<file path="config.mk">
export PLATFORM = sky130hd
export DESIGN_NAME = ctpf_clock_ctrl
export DESIGN_NICKNAME = d
export VERILOG_FILES = /design/src/rtl/ctpf_pkg.sv /design/src/rtl/ctpf_clock_ctrl.sv
export SDC_FILE = /design/constraint.sdc
export NUM_CORES = 1
export LEC_CHECK = 0
export BUFFER_PORTS_ARGS = -buffer_cell sky130_fd_sc_hd__buf_2
export CORE_AREA = 2 2 89 91
export CTS_BUF_LIST = sky130_fd_sc_hd__clkbuf_8 sky130_fd_sc_hd__clkbuf_16
export CTS_CLUSTER_SIZE = 12
export DETAILED_ROUTE_END_ITERATION = 6
export DIE_AREA = 0 0 91 93
export HOLD_SLACK_MARGIN = 0.02
export PLACE_DENSITY = 0.7
export SLEW_MARGIN = 10
export SYNTH_ARGS = -nofsm -noshare
export SYNTH_HDL_FRONTEND = slang
export SYNTH_SLANG_ARGS = --single-unit
</file>
<file path="constraint.sdc">
create_clock -name i_ref_clk -period 6.7 [get_ports i_ref_clk]
set_input_delay 1.34 -clock i_ref_clk [delete_from_list [all_inputs] [get_ports i_ref_clk]]
set_output_delay 1.34 -clock i_ref_clk [all_outputs]
set_load 0.05 [all_outputs]
</file>
<file path="src/rtl/ctpf_pkg.sv">
// Shared constants, types and state layout for the clock trim, prescale and failover block.
package ctpf_pkg;

  // ==========================================================================
  // Register map, at the printed byte offsets of the plain register port.
  // ==========================================================================
  localparam logic [7:0] ADDR_PRESCALE = 8'h61;  // Prescaler control register.
  localparam logic [7:0] ADDR_FAILURE  = 8'h62;  // Failure control and status register.
  localparam logic [7:0] ADDR_TRIM     = 8'h66;  // RC oscillator trim register.

  // ==========================================================================
  // Field positions and values.
  // ==========================================================================
  localparam int         PCE_BIT      = 7;      // Change-enable bit of the prescaler register.
  localparam int         FLAG_BIT     = 1;      // Failure detected flag.
  localparam int         IE_BIT       = 0;      // Failure interrupt enable.
  localparam int         TRIM_RANGE   = 7;      // Trim range-select bit.
  localparam logic [7:0] PCE_UNLOCK   = 8'h80;  // Only value that opens the change window.
  localparam logic [7:0] TRIM_FACTORY = 8'h80;  // Stand-in factory calibration value.
  localparam logic [7:0] BYTE_ZERO    = 8'h00;  // Read value of unmapped space.

  // Division codes: 0 to 8 select divide by 1 to 256.
  localparam logic [3:0] DIV_RESET_PLAIN = 4'h0;  // Reset code, divide-by-eight fuse clear.
  localparam logic [3:0] DIV_RESET_FUSED = 4'h3;  // Reset code, divide-by-eight fuse set.
  localparam logic [3:0] DIV_MAX         = 4'h8;  // Largest defined code.
  localparam logic [3:0] DIV_FALLBACK    = 4'h3;  // Brings the 8 MHz RC clock to 1 MHz.
  localparam logic [7:0] MASK_MAX        = 8'hFF; // Divider terminal count for divide by 256.

  // Clock source select codes.
  localparam logic [3:0] SRC_EXT = 4'h0;  // External oscillator clock.
  localparam logic [3:0] SRC_RC  = 4'h2;  // Calibrated RC oscillator, the safe clock.

  // ==========================================================================
  // Timing.
  // ==========================================================================
  localparam int         REF_PERIOD_NS   = 50;     // Reference clock period, 20 MHz.
  localparam int         PCE_WINDOW      = 4;      // Cycles the change-enable bit stays open.
  localparam logic [2:0] PCE_LAST        = 3'(PCE_WINDOW - 1);
  localparam logic [1:0] BOOT_LAST       = 2'h3;   // Lets the fuse synchronisers settle.
  localparam int         EXTERNAL_OSCILLATOR_CLOCK_STARTUP_NS = 16000;  // External oscillator start-up time.
  localparam int         STARTUP_CYCLES  = (EXTERNAL_OSCILLATOR_CLOCK_STARTUP_NS + REF_PERIOD_NS - 1) / REF_PERIOD_NS;
  localparam logic [8:0] START_LAST      = 9'(STARTUP_CYCLES - 1);

  // ==========================================================================
  // Types.
  // ==========================================================================
  // Detector state machine, one-hot.
  typedef enum logic [5:0] {
    ST_BOOT    = 6'h01,  // Waiting for the fuse levels after reset.
    ST_OFF     = 6'h02,  // Failure detection fused off.
    ST_STARTUP = 6'h04,  // External oscillator starting, failures ignored.
    ST_MONITOR = 6'h08,  // Watching the external clock.
    ST_SLEEP   = 6'h10,  // Deep sleep, monitoring suspended.
    ST_FAILED  = 6'h20   // Running on the safe clock until reset.
  } ctpf_fsm_e;

  // One register-port request.
  typedef struct packed {
    logic [7:0] addr;   // Byte address.
    logic [7:0] wdata;  // Write data.
    logic       wr;     // Write strobe.
    logic       rd;     // Read strobe.
  } ctpf_bus_s;

  // Whole state of the block.
  typedef struct packed {
    ctpf_fsm_e  fsm;        // Detector state.
    logic [1:0] boot_cnt;   // Boot settle counter.
    logic [8:0] start_cnt;  // Start-up countdown.
    logic       ext_seen;   // External edge seen in this 128 kHz window.
    logic [7:0] trim;       // RC oscillator trim.
    logic       pce;        // Change-enable bit.
    logic [2:0] pce_cnt;    // Cycles left in the change window.
    logic [3:0] div_sel;    // Division field as software sees it.
    logic [3:0] div_act;    // Division in force in the divider.
    logic [7:0] pre_cnt;    // Divider counter.
    logic       tick;       // System clock enable pulse.
    logic       flag;       // Failure detected flag.
    logic       ie;         // Failure interrupt enable.
    logic       irq;        // Interrupt output.
    logic [3:0] src;        // Clock source select.
    logic       rc_en;      // Safe RC oscillator enable.
    logic       osc128_en;  // 128 kHz oscillator enable.
    logic [7:0] rdata;      // Read data.
    logic [1:0] ext_sy;     // External clock synchroniser.
    logic       ext_prev;   // Last synchronised external level.
    logic [1:0] lf_sy;      // 128 kHz clock synchroniser.
    logic       lf_prev;    // Last synchronised 128 kHz level.
    logic [1:0] d8_sy;      // Divide-by-eight fuse synchroniser.
    logic [1:0] cfd_sy;     // Failure-detect fuse synchroniser.
  } ctpf_state_s;

endpackage : ctpf_pkg

</file>
<file path="src/rtl/ctpf_clock_ctrl.sv">
// Clock trim, protected prescaler and clock failure detector with safe-clock failover.
`timescale 1ns/1ps
module ctpf_clock_ctrl (
  // Clock and reset.
  input  wire logic       i_ref_clk,
  input  wire logic       i_rst,
  // Register port.
  input  wire logic [7:0] i_reg_addr,
  input  wire logic [7:0] i_reg_wdata,
  input  wire logic       i_reg_wr,
  input  wire logic       i_reg_rd,
  output logic      [7:0] o_reg_rdata,
  // Fuses, static levels from the fuse array.
  input  wire logic       i_div8_fuse,
  input  wire logic       i_cfd_fuse,
  // Oscillator activity, asynchronous pins.
  input  wire logic       i_ext_osc_clk,
  input  wire logic       i_lf_osc_clk,
  // Power manager: high while in power-save or power-down sleep.
  input  wire logic       i_deep_sleep,
  // Oscillator and clock tree controls.
  output logic      [7:0] o_rc_trim,
  output logic            o_trim_range_select,
  output logic      [3:0] o_clock_source_select,
  output logic            o_rc_osc_en,
  output logic            o_lf_osc_en,
  output logic      [3:0] o_prescale_active,
  output logic            o_sys_clk_en,
  // Failure status.
  output logic            o_failure_detected,
  output logic            o_failure_irq
);

  // ==========================================================================
  // Helpers.
  // ==========================================================================
  // Terminal count of the divider for a division code. Reserved codes run as
  // divide by 256, the slowest legal setting, so they can never overclock.
  function automatic logic [7:0] div_mask(input logic [3:0] code);
    logic [7:0] m;
    m = ctpf_pkg::MASK_MAX;
    if (code < ctpf_pkg::DIV_MAX) begin
      m = 8'((9'h001 << code) - 9'h001);
    end
    return m;
  endfunction : div_mask

  // State register, its next value and the bundled register request.

  ctpf_pkg::ctpf_state_s st_r;    // Registered state.
  ctpf_pkg::ctpf_state_s st_nxt;  // Next state.
  ctpf_pkg::ctpf_bus_s   bus;     // Bundled register request.

  // Decoded strobes, shared by the next-state logic and the checks.
  logic wr_pre;   // Write to the prescaler register.
  logic wr_fail;  // Write to the failure register.
  logic wr_trim;  // Write to the trim register.
  logic lf_rise;  // Rising edge of the 128 kHz clock.
  logic ext_rise; // Rising edge of the external clock.
  logic fail_now; // A dead 128 kHz window seen while monitoring.

  assign bus     = '{addr: i_reg_addr, wdata: i_reg_wdata, wr: i_reg_wr, rd: i_reg_rd};
  assign wr_pre  = bus.wr && (bus.addr == ctpf_pkg::ADDR_PRESCALE);
  assign wr_fail = bus.wr && (bus.addr == ctpf_pkg::ADDR_FAILURE);
  assign wr_trim = bus.wr && (bus.addr == ctpf_pkg::ADDR_TRIM);
  // Edges are taken from the second synchroniser stage onward only.
  assign lf_rise  = st_r.lf_sy[1] && !st_r.lf_prev;
  assign ext_rise = st_r.ext_sy[1] && !st_r.ext_prev;
  // Same decision as the monitor branch below; the checks use it to skip the
  // one cycle in which a failure overrides a register write.
  assign fail_now = (st_r.fsm == ctpf_pkg::ST_MONITOR) && !i_deep_sleep && lf_rise && !st_r.ext_seen;

  // ==========================================================================
  // Next-state logic.
  // ==========================================================================
  // Everything the block remembers is computed here in one place.
  always_comb begin
    st_nxt = st_r;
    st_nxt.tick = 1'b0;

    // Two-stage synchronisers; stage one feeds only stage two.
    st_nxt.ext_sy   = {st_r.ext_sy[0], i_ext_osc_clk};
    st_nxt.ext_prev = st_r.ext_sy[1];
    st_nxt.lf_sy    = {st_r.lf_sy[0], i_lf_osc_clk};
    st_nxt.lf_prev  = st_r.lf_sy[1];
    st_nxt.d8_sy    = {st_r.d8_sy[0], i_div8_fuse};
    st_nxt.cfd_sy   = {st_r.cfd_sy[0], i_cfd_fuse};

    // The 128 kHz oscillator follows the failure-detect fuse.
    st_nxt.osc128_en = st_r.cfd_sy[1];

    // Trim is a plain read-write byte; its bits drive the oscillator directly.
    if (wr_trim) begin
      st_nxt.trim = bus.wdata;
    end

    // Change window countdown; it closes by itself after four cycles.
    if (st_r.pce) begin
      if (st_r.pce_cnt == 3'h0) begin
        st_nxt.pce = 1'b0;
      end else begin
        st_nxt.pce_cnt = st_r.pce_cnt - 3'h1;
      end
    end

    // Prescaler register writes.
    if (wr_pre) begin
      if (bus.wdata == ctpf_pkg::PCE_UNLOCK) begin
        // Opening only; a rewrite while open is ignored.
        if (!st_r.pce) begin
          st_nxt.pce     = 1'b1;
          st_nxt.pce_cnt = ctpf_pkg::PCE_LAST;
        end
      end else if (st_r.pce && !bus.wdata[ctpf_pkg::PCE_BIT]) begin
        // Any code is taken, reserved ones included.
        st_nxt.div_sel = bus.wdata[3:0];
        st_nxt.pce     = 1'b0;
      end
    end

    // Interrupt enable can only be set by software.
    if (wr_fail && bus.wdata[ctpf_pkg::IE_BIT]) begin
      st_nxt.ie = 1'b1;
    end

    // An external edge marks the current window alive; the set beats the
    // window-end clear above so no edge is lost.
    if (lf_rise) begin
      st_nxt.ext_seen = 1'b0;
    end
    if (ext_rise) begin
      st_nxt.ext_seen = 1'b1;
    end

    // Detector state machine.
    unique case (st_r.fsm)
      ctpf_pkg::ST_BOOT: begin
        // Fuse levels are valid once the synchronisers have settled.
        if (st_r.boot_cnt == ctpf_pkg::BOOT_LAST) begin
          st_nxt.div_sel = st_r.d8_sy[1] ? ctpf_pkg::DIV_RESET_FUSED
                                         : ctpf_pkg::DIV_RESET_PLAIN;
          st_nxt.div_act = st_nxt.div_sel;
          st_nxt.fsm     = st_r.cfd_sy[1] ? ctpf_pkg::ST_STARTUP : ctpf_pkg::ST_OFF;
          st_nxt.start_cnt = ctpf_pkg::START_LAST;
        end else begin
          st_nxt.boot_cnt = st_r.boot_cnt + 2'h1;
        end
      end
      ctpf_pkg::ST_OFF: begin
        // Detection fused off; nothing to watch.
        st_nxt.fsm = ctpf_pkg::ST_OFF;
      end
      ctpf_pkg::ST_STARTUP: begin
        // Failures are not judged while the oscillator starts.
        if (i_deep_sleep) begin
          st_nxt.fsm = ctpf_pkg::ST_SLEEP;
        end else if (st_r.start_cnt == 9'h000) begin
          st_nxt.fsm      = ctpf_pkg::ST_MONITOR;
          st_nxt.ext_seen = 1'b1;  // Grace for the first partial window.
        end else begin
          st_nxt.start_cnt = st_r.start_cnt - 9'h001;
        end
      end
      ctpf_pkg::ST_MONITOR: begin
        if (i_deep_sleep) begin
          st_nxt.fsm = ctpf_pkg::ST_SLEEP;
        end else if (lf_rise && !st_r.ext_seen) begin
          // A whole 128 kHz period passed with no external edge.
          st_nxt.fsm     = ctpf_pkg::ST_FAILED;
          st_nxt.flag    = 1'b1;
          st_nxt.src     = ctpf_pkg::SRC_RC;
          st_nxt.rc_en   = 1'b1;
          st_nxt.div_sel = ctpf_pkg::DIV_FALLBACK;
          st_nxt.pce     = 1'b0;
        end
      end
      ctpf_pkg::ST_SLEEP: begin
        // Waking restarts the oscillator, so the start-up time runs again.
        if (!i_deep_sleep) begin
          st_nxt.fsm       = ctpf_pkg::ST_STARTUP;
          st_nxt.start_cnt = ctpf_pkg::START_LAST;
        end
      end
      ctpf_pkg::ST_FAILED: begin
        // Only reset leaves the safe clock; the fallback division is held.
        st_nxt.fsm     = ctpf_pkg::ST_FAILED;
        st_nxt.div_sel = ctpf_pkg::DIV_FALLBACK;
      end
      default: begin
        // An illegal code recovers by rebooting the detector.
        st_nxt.fsm      = ctpf_pkg::ST_BOOT;
        st_nxt.boot_cnt = 2'h0;
      end
    endcase

    // Divider: a new division takes effect only at the end of a full output
    // period, so no short pulse and no faster intermediate rate can appear.
    if (st_r.pre_cnt >= div_mask(st_r.div_act)) begin
      st_nxt.pre_cnt = 8'h00;
      st_nxt.tick    = 1'b1;
      st_nxt.div_act = st_nxt.div_sel;
    end else begin
      st_nxt.pre_cnt = st_r.pre_cnt + 8'h01;
    end

    // Interrupt follows the flag while enabled.
    st_nxt.irq = st_r.flag && st_r.ie;

    // Read data, valid in the cycle after the strobe only.
    st_nxt.rdata = ctpf_pkg::BYTE_ZERO;
    if (bus.rd) begin
      unique case (bus.addr)
        ctpf_pkg::ADDR_PRESCALE: st_nxt.rdata = {st_r.pce, 3'h0, st_r.div_sel};
        ctpf_pkg::ADDR_FAILURE:  st_nxt.rdata = {6'h00, st_r.flag, st_r.ie};
        ctpf_pkg::ADDR_TRIM:     st_nxt.rdata = st_r.trim;
        default:                 st_nxt.rdata = ctpf_pkg::BYTE_ZERO;
      endcase
    end
  end

  // ==========================================================================
  // State register.
  // ==========================================================================
  // Reset gives constants only; fuse-dependent values load after release.
  always_ff @(posedge i_ref_clk or posedge i_rst) begin
    if (i_rst) begin
      st_r           <= '0;
      st_r.fsm       <= ctpf_pkg::ST_BOOT;
      st_r.trim      <= ctpf_pkg::TRIM_FACTORY;
      st_r.src       <= ctpf_pkg::SRC_EXT;
      st_r.div_sel   <= ctpf_pkg::DIV_RESET_PLAIN;
      st_r.div_act   <= ctpf_pkg::DIV_RESET_PLAIN;
    end else begin
      st_r <= st_nxt;
    end
  end

  // ==========================================================================
  // Outputs, straight from the state register.
  // ==========================================================================
  assign o_reg_rdata           = st_r.rdata;
  assign o_rc_trim             = st_r.trim;
  assign o_trim_range_select   = st_r.trim[ctpf_pkg::TRIM_RANGE];
  assign o_clock_source_select = st_r.src;
  assign o_rc_osc_en           = st_r.rc_en;
  assign o_lf_osc_en           = st_r.osc128_en;
  assign o_prescale_active     = st_r.div_act;
  assign o_sys_clk_en          = st_r.tick;
  assign o_failure_detected    = st_r.flag;
  assign o_failure_irq         = st_r.irq;
endmodule : ctpf_clock_ctrl

</file>
==> impl_metrics.env <==
export IMPL_diodes=0
export IMPL_syn_area_per_cell_um2=10.26
export IMPL_dieWidth_um=91
export IMPL_initial_utilization_pct=48.52
export IMPL_die_area_um2=8463
export IMPL_slew_viol_final=0
export IMPL_cp_max_fo=13
export IMPL_wirelength_um=6576
export IMPL_antenna_left=0
export IMPL_hold_buffers=0
export IMPL_fin_crit_sh_pct=49.16
export IMPL_synth_ff_type="dfrtp_1"
export IMPL_yosysTopAreaCell="dfrtp_1"
export IMPL_clock_sinks=69
export IMPL_status="finished clean"
export IMPL_ys_async_sr_fraction_pct=100.0
export IMPL_hold_viol_final=0
export IMPL_antenna_found_initial=0
export IMPL_grt_pass1_wl_um=11380
export IMPL_arrival_ps=3530
export IMPL_path_class="reg2reg"
export IMPL_startpoint="o_prescale_active[3]"
export IMPL_post_cts_resized=0
export IMPL_worst_slack_ps=3407
export IMPL_pwr_density_cell_nw_per_um2=344.1
export IMPL_yosysWarningCount=0
export IMPL_wl_per_cell_um=13.45
export IMPL_ir_drop_mv=0.1494
export IMPL_synthMostInstantiatedCell="dfrtp_1"
export IMPL_fin_crit_ps=3293
export IMPL_gr_usage_all_layers_pct=16.61
export IMPL_vias=2685
export IMPL_hold_path_class="reg2reg"
export IMPL_drc=0
export IMPL_cp_slowest_cell="a21oi_1"
export IMPL_ys_ff_latch=69
export IMPL_io_buffers=51
export IMPL_post_cts_setup_buffers=0
export IMPL_drive_gt1_share_pct=24.81
export IMPL_avgViaCountPerCell=5.491
export IMPL_clk_insertion_delay_late_ps=350
export IMPL_ys_seq_area_share_pct=47.34
export IMPL_path_cells="nor3_1 -> nand2b_1 -> ha_1 -> xnor2_1 -> nor2_1 -> ha_1 -> nor3_1 -> nor2_1 -> o221ai_1 -> a21oi_1 -> mux2_2"
export IMPL_leakage_nw=1.953
export IMPL_maxCapViolCount=0
export IMPL_rsz0062_at_grt="no"
export IMPL_area_delta_synth_final_pct=9.216
export IMPL_slew_limit_headroom_pct=25.64
export IMPL_cts_root_buffer="clkbuf_8"
export IMPL_dp_hpwl_um=4716
export IMPL_drt_iter0_markers=104
export IMPL_regToRegSetupSlack_ps=3410
export IMPL_dp_cells=473
export IMPL_dr_pass1_iters=6
export IMPL_tritoncts="done"
export IMPL_finClkSkew_ps=11.96
export IMPL_grt_max_degree=70
export IMPL_final_setup_tns_ps=0
export IMPL_crit_path_end="o_prescale_active[2]"
export IMPL_synth_area_leaders="dfrtp_1, buf_4, ha_1"
export IMPL_reg2reg_depth=11
export IMPL_place_gp_congestion=0.8310
export IMPL_r2r_end="o_prescale_active[2]"
export IMPL_core_um2=7527
export IMPL_numCtsBuffers=9
export IMPL_finalSetupViolCount=0
export IMPL_io_pins=55
export IMPL_die_y_um=93
export IMPL_yosysUniqueCellTypes=61
export IMPL_cpPeakStageDelay_ps=860
export IMPL_cts_max_level=3
export IMPL_required_ps=6940
export IMPL_worst_pin_slew_ps=1115
export IMPL_cp_start_kind="flop"
export IMPL_grt_pass1_vias=2530
export IMPL_clk_pin_slew_ps=70
export IMPL_synth_common_cells="dfrtp_1, nor2_1, buf_4"
export IMPL_synth_edff_count=0
export IMPL_critPathCaptureType="flop"
export IMPL_yosysTopAreaCellShare_pct=45.91
export IMPL_finalNetCount=421
export IMPL_netlist_area_um2=3652
export IMPL_place_ws_ps=3437
export IMPL_clock_path_buffers=2
export IMPL_finalNonFillerCells=489
export IMPL_row_count=32
export IMPL_synthCells=356
export IMPL_r2r_start="o_prescale_active[3]"
export IMPL_grt_ovfl_total=0
export IMPL_fmax_mhz=303.6
final cells by class:
type | instances | area, µm²
repair buffers | 52 | 262.8
clock inverters | 7 | 66.31
clock buffers | 9 | 123.9
well taps | 102 | 127.6
multi-input cells | 233 | 1615
flip-flops and latches | 69 | 1729
inverters | 17 | 63.81
fillers | 718 | 3538
power breakdown:
part           switching (W)  internal [W]
clock network       0.000158      0.000170
registers          0.0000749      0.000486
logic               0.000285      0.000198
critical path, delay by kind of cell, from the launching register on:
family / cells / cell delay, ps
AOI/OAI and AO/OA: 2 / 970
xor gates and xnor gates: 1 / 160
adders and majority gates: 2 / 510
DFF: 1 / 470
muxes: 1 / 420
and+or+nand+nor: 5 / 620
logic make-up after synthesis:
kind of cell / share of synthesized area (%)
buffers and inverters: 8.633
other: 0.1027
multiplexers: 5.618
XOR/XNOR: 2.158
AO/OA/AOI/OAI: 12.68
flip-flops: 47.35
AND/OR/NAND/NOR: 18.67
adder cells (fa/ha/maj): 4.796
placed cells by master (no fill, tap or decap), types with 3 or more instances in the layout:
cell,synthesis,routed
nor3b_1,3,3
or2_2,3,3
dfrtp_1,67,67
clkinv_2,0,4
o21ai_0,18,18
and2_1,3,3
xor2_1,5,5
nor2_1,31,31
nor4_1,3,3
or4_1,6,6
nand3b_1,3,3
nand3_1,7,7
a211o_1,3,3
a211oi_1,3,3
inv_1,17,16
and3_1,5,5
nand2_1,13,13
o21a_1,3,3
buf_2,3,51
nor2b_1,8,8
ha_1,14,14
clkbuf_8,0,9
xnor2_1,4,4
mux2_2,12,12
nor3_1,11,11
nand2b_1,6,6
a22oi_1,9,9
conb_1,1,3
mux2i_1,7,7
a22o_1,3,3
or3_1,3,3
a21oi_1,11,11
worst min-delay path by stage:
| stage | from | end | depth (start not counted) |
|---|---|---|---|
| floorplan | st_nxt[1] | st_nxt[18] | 0 |
| global placement | st_nxt[1] | st_nxt[18] | 0 |
| finish | st_nxt[3] | st_r[3] | 0 |
| global route | st_nxt[9] | st_nxt[7] | 0 |
| CTS | st_nxt[9] | st_nxt[7] | 0 |
| detailed placement | st_nxt[1] | st_nxt[18] | 0 |
per-layer routing:
layer	share of wire (%)	track usage, %
met1	47	21.40
met2	47	27.47
met3	4.2	3.465
met4	1.9	6.818
met5	0	0
sequential cells by signal, indices dropped and copies added (netlist names):
name,count
o_lf_osc_en,1
o_sys_clk_en,1
o_failure_irq,1
o_rc_osc_en,1
o_reg_rdata,8
o_rc_trim,8
o_prescale_active,4
st_r,38
st_nxt,7
per-stage QoR:
stage               hold slack (ps)  cell area (µm²)  utilization [%]  power (W)
floorplan                     331.2             3660                -  0.0009684
global placement              331.6             3799            50.47   0.001041
detailed placement            337.1             3799            50.47   0.001054
CTS                           353.4             3989            52.99   0.001390
global route                  358.3             3989            52.99   0.001486
finish                        350.8             3989            52.99   0.001372
Power figures use the tool's default switching activity.
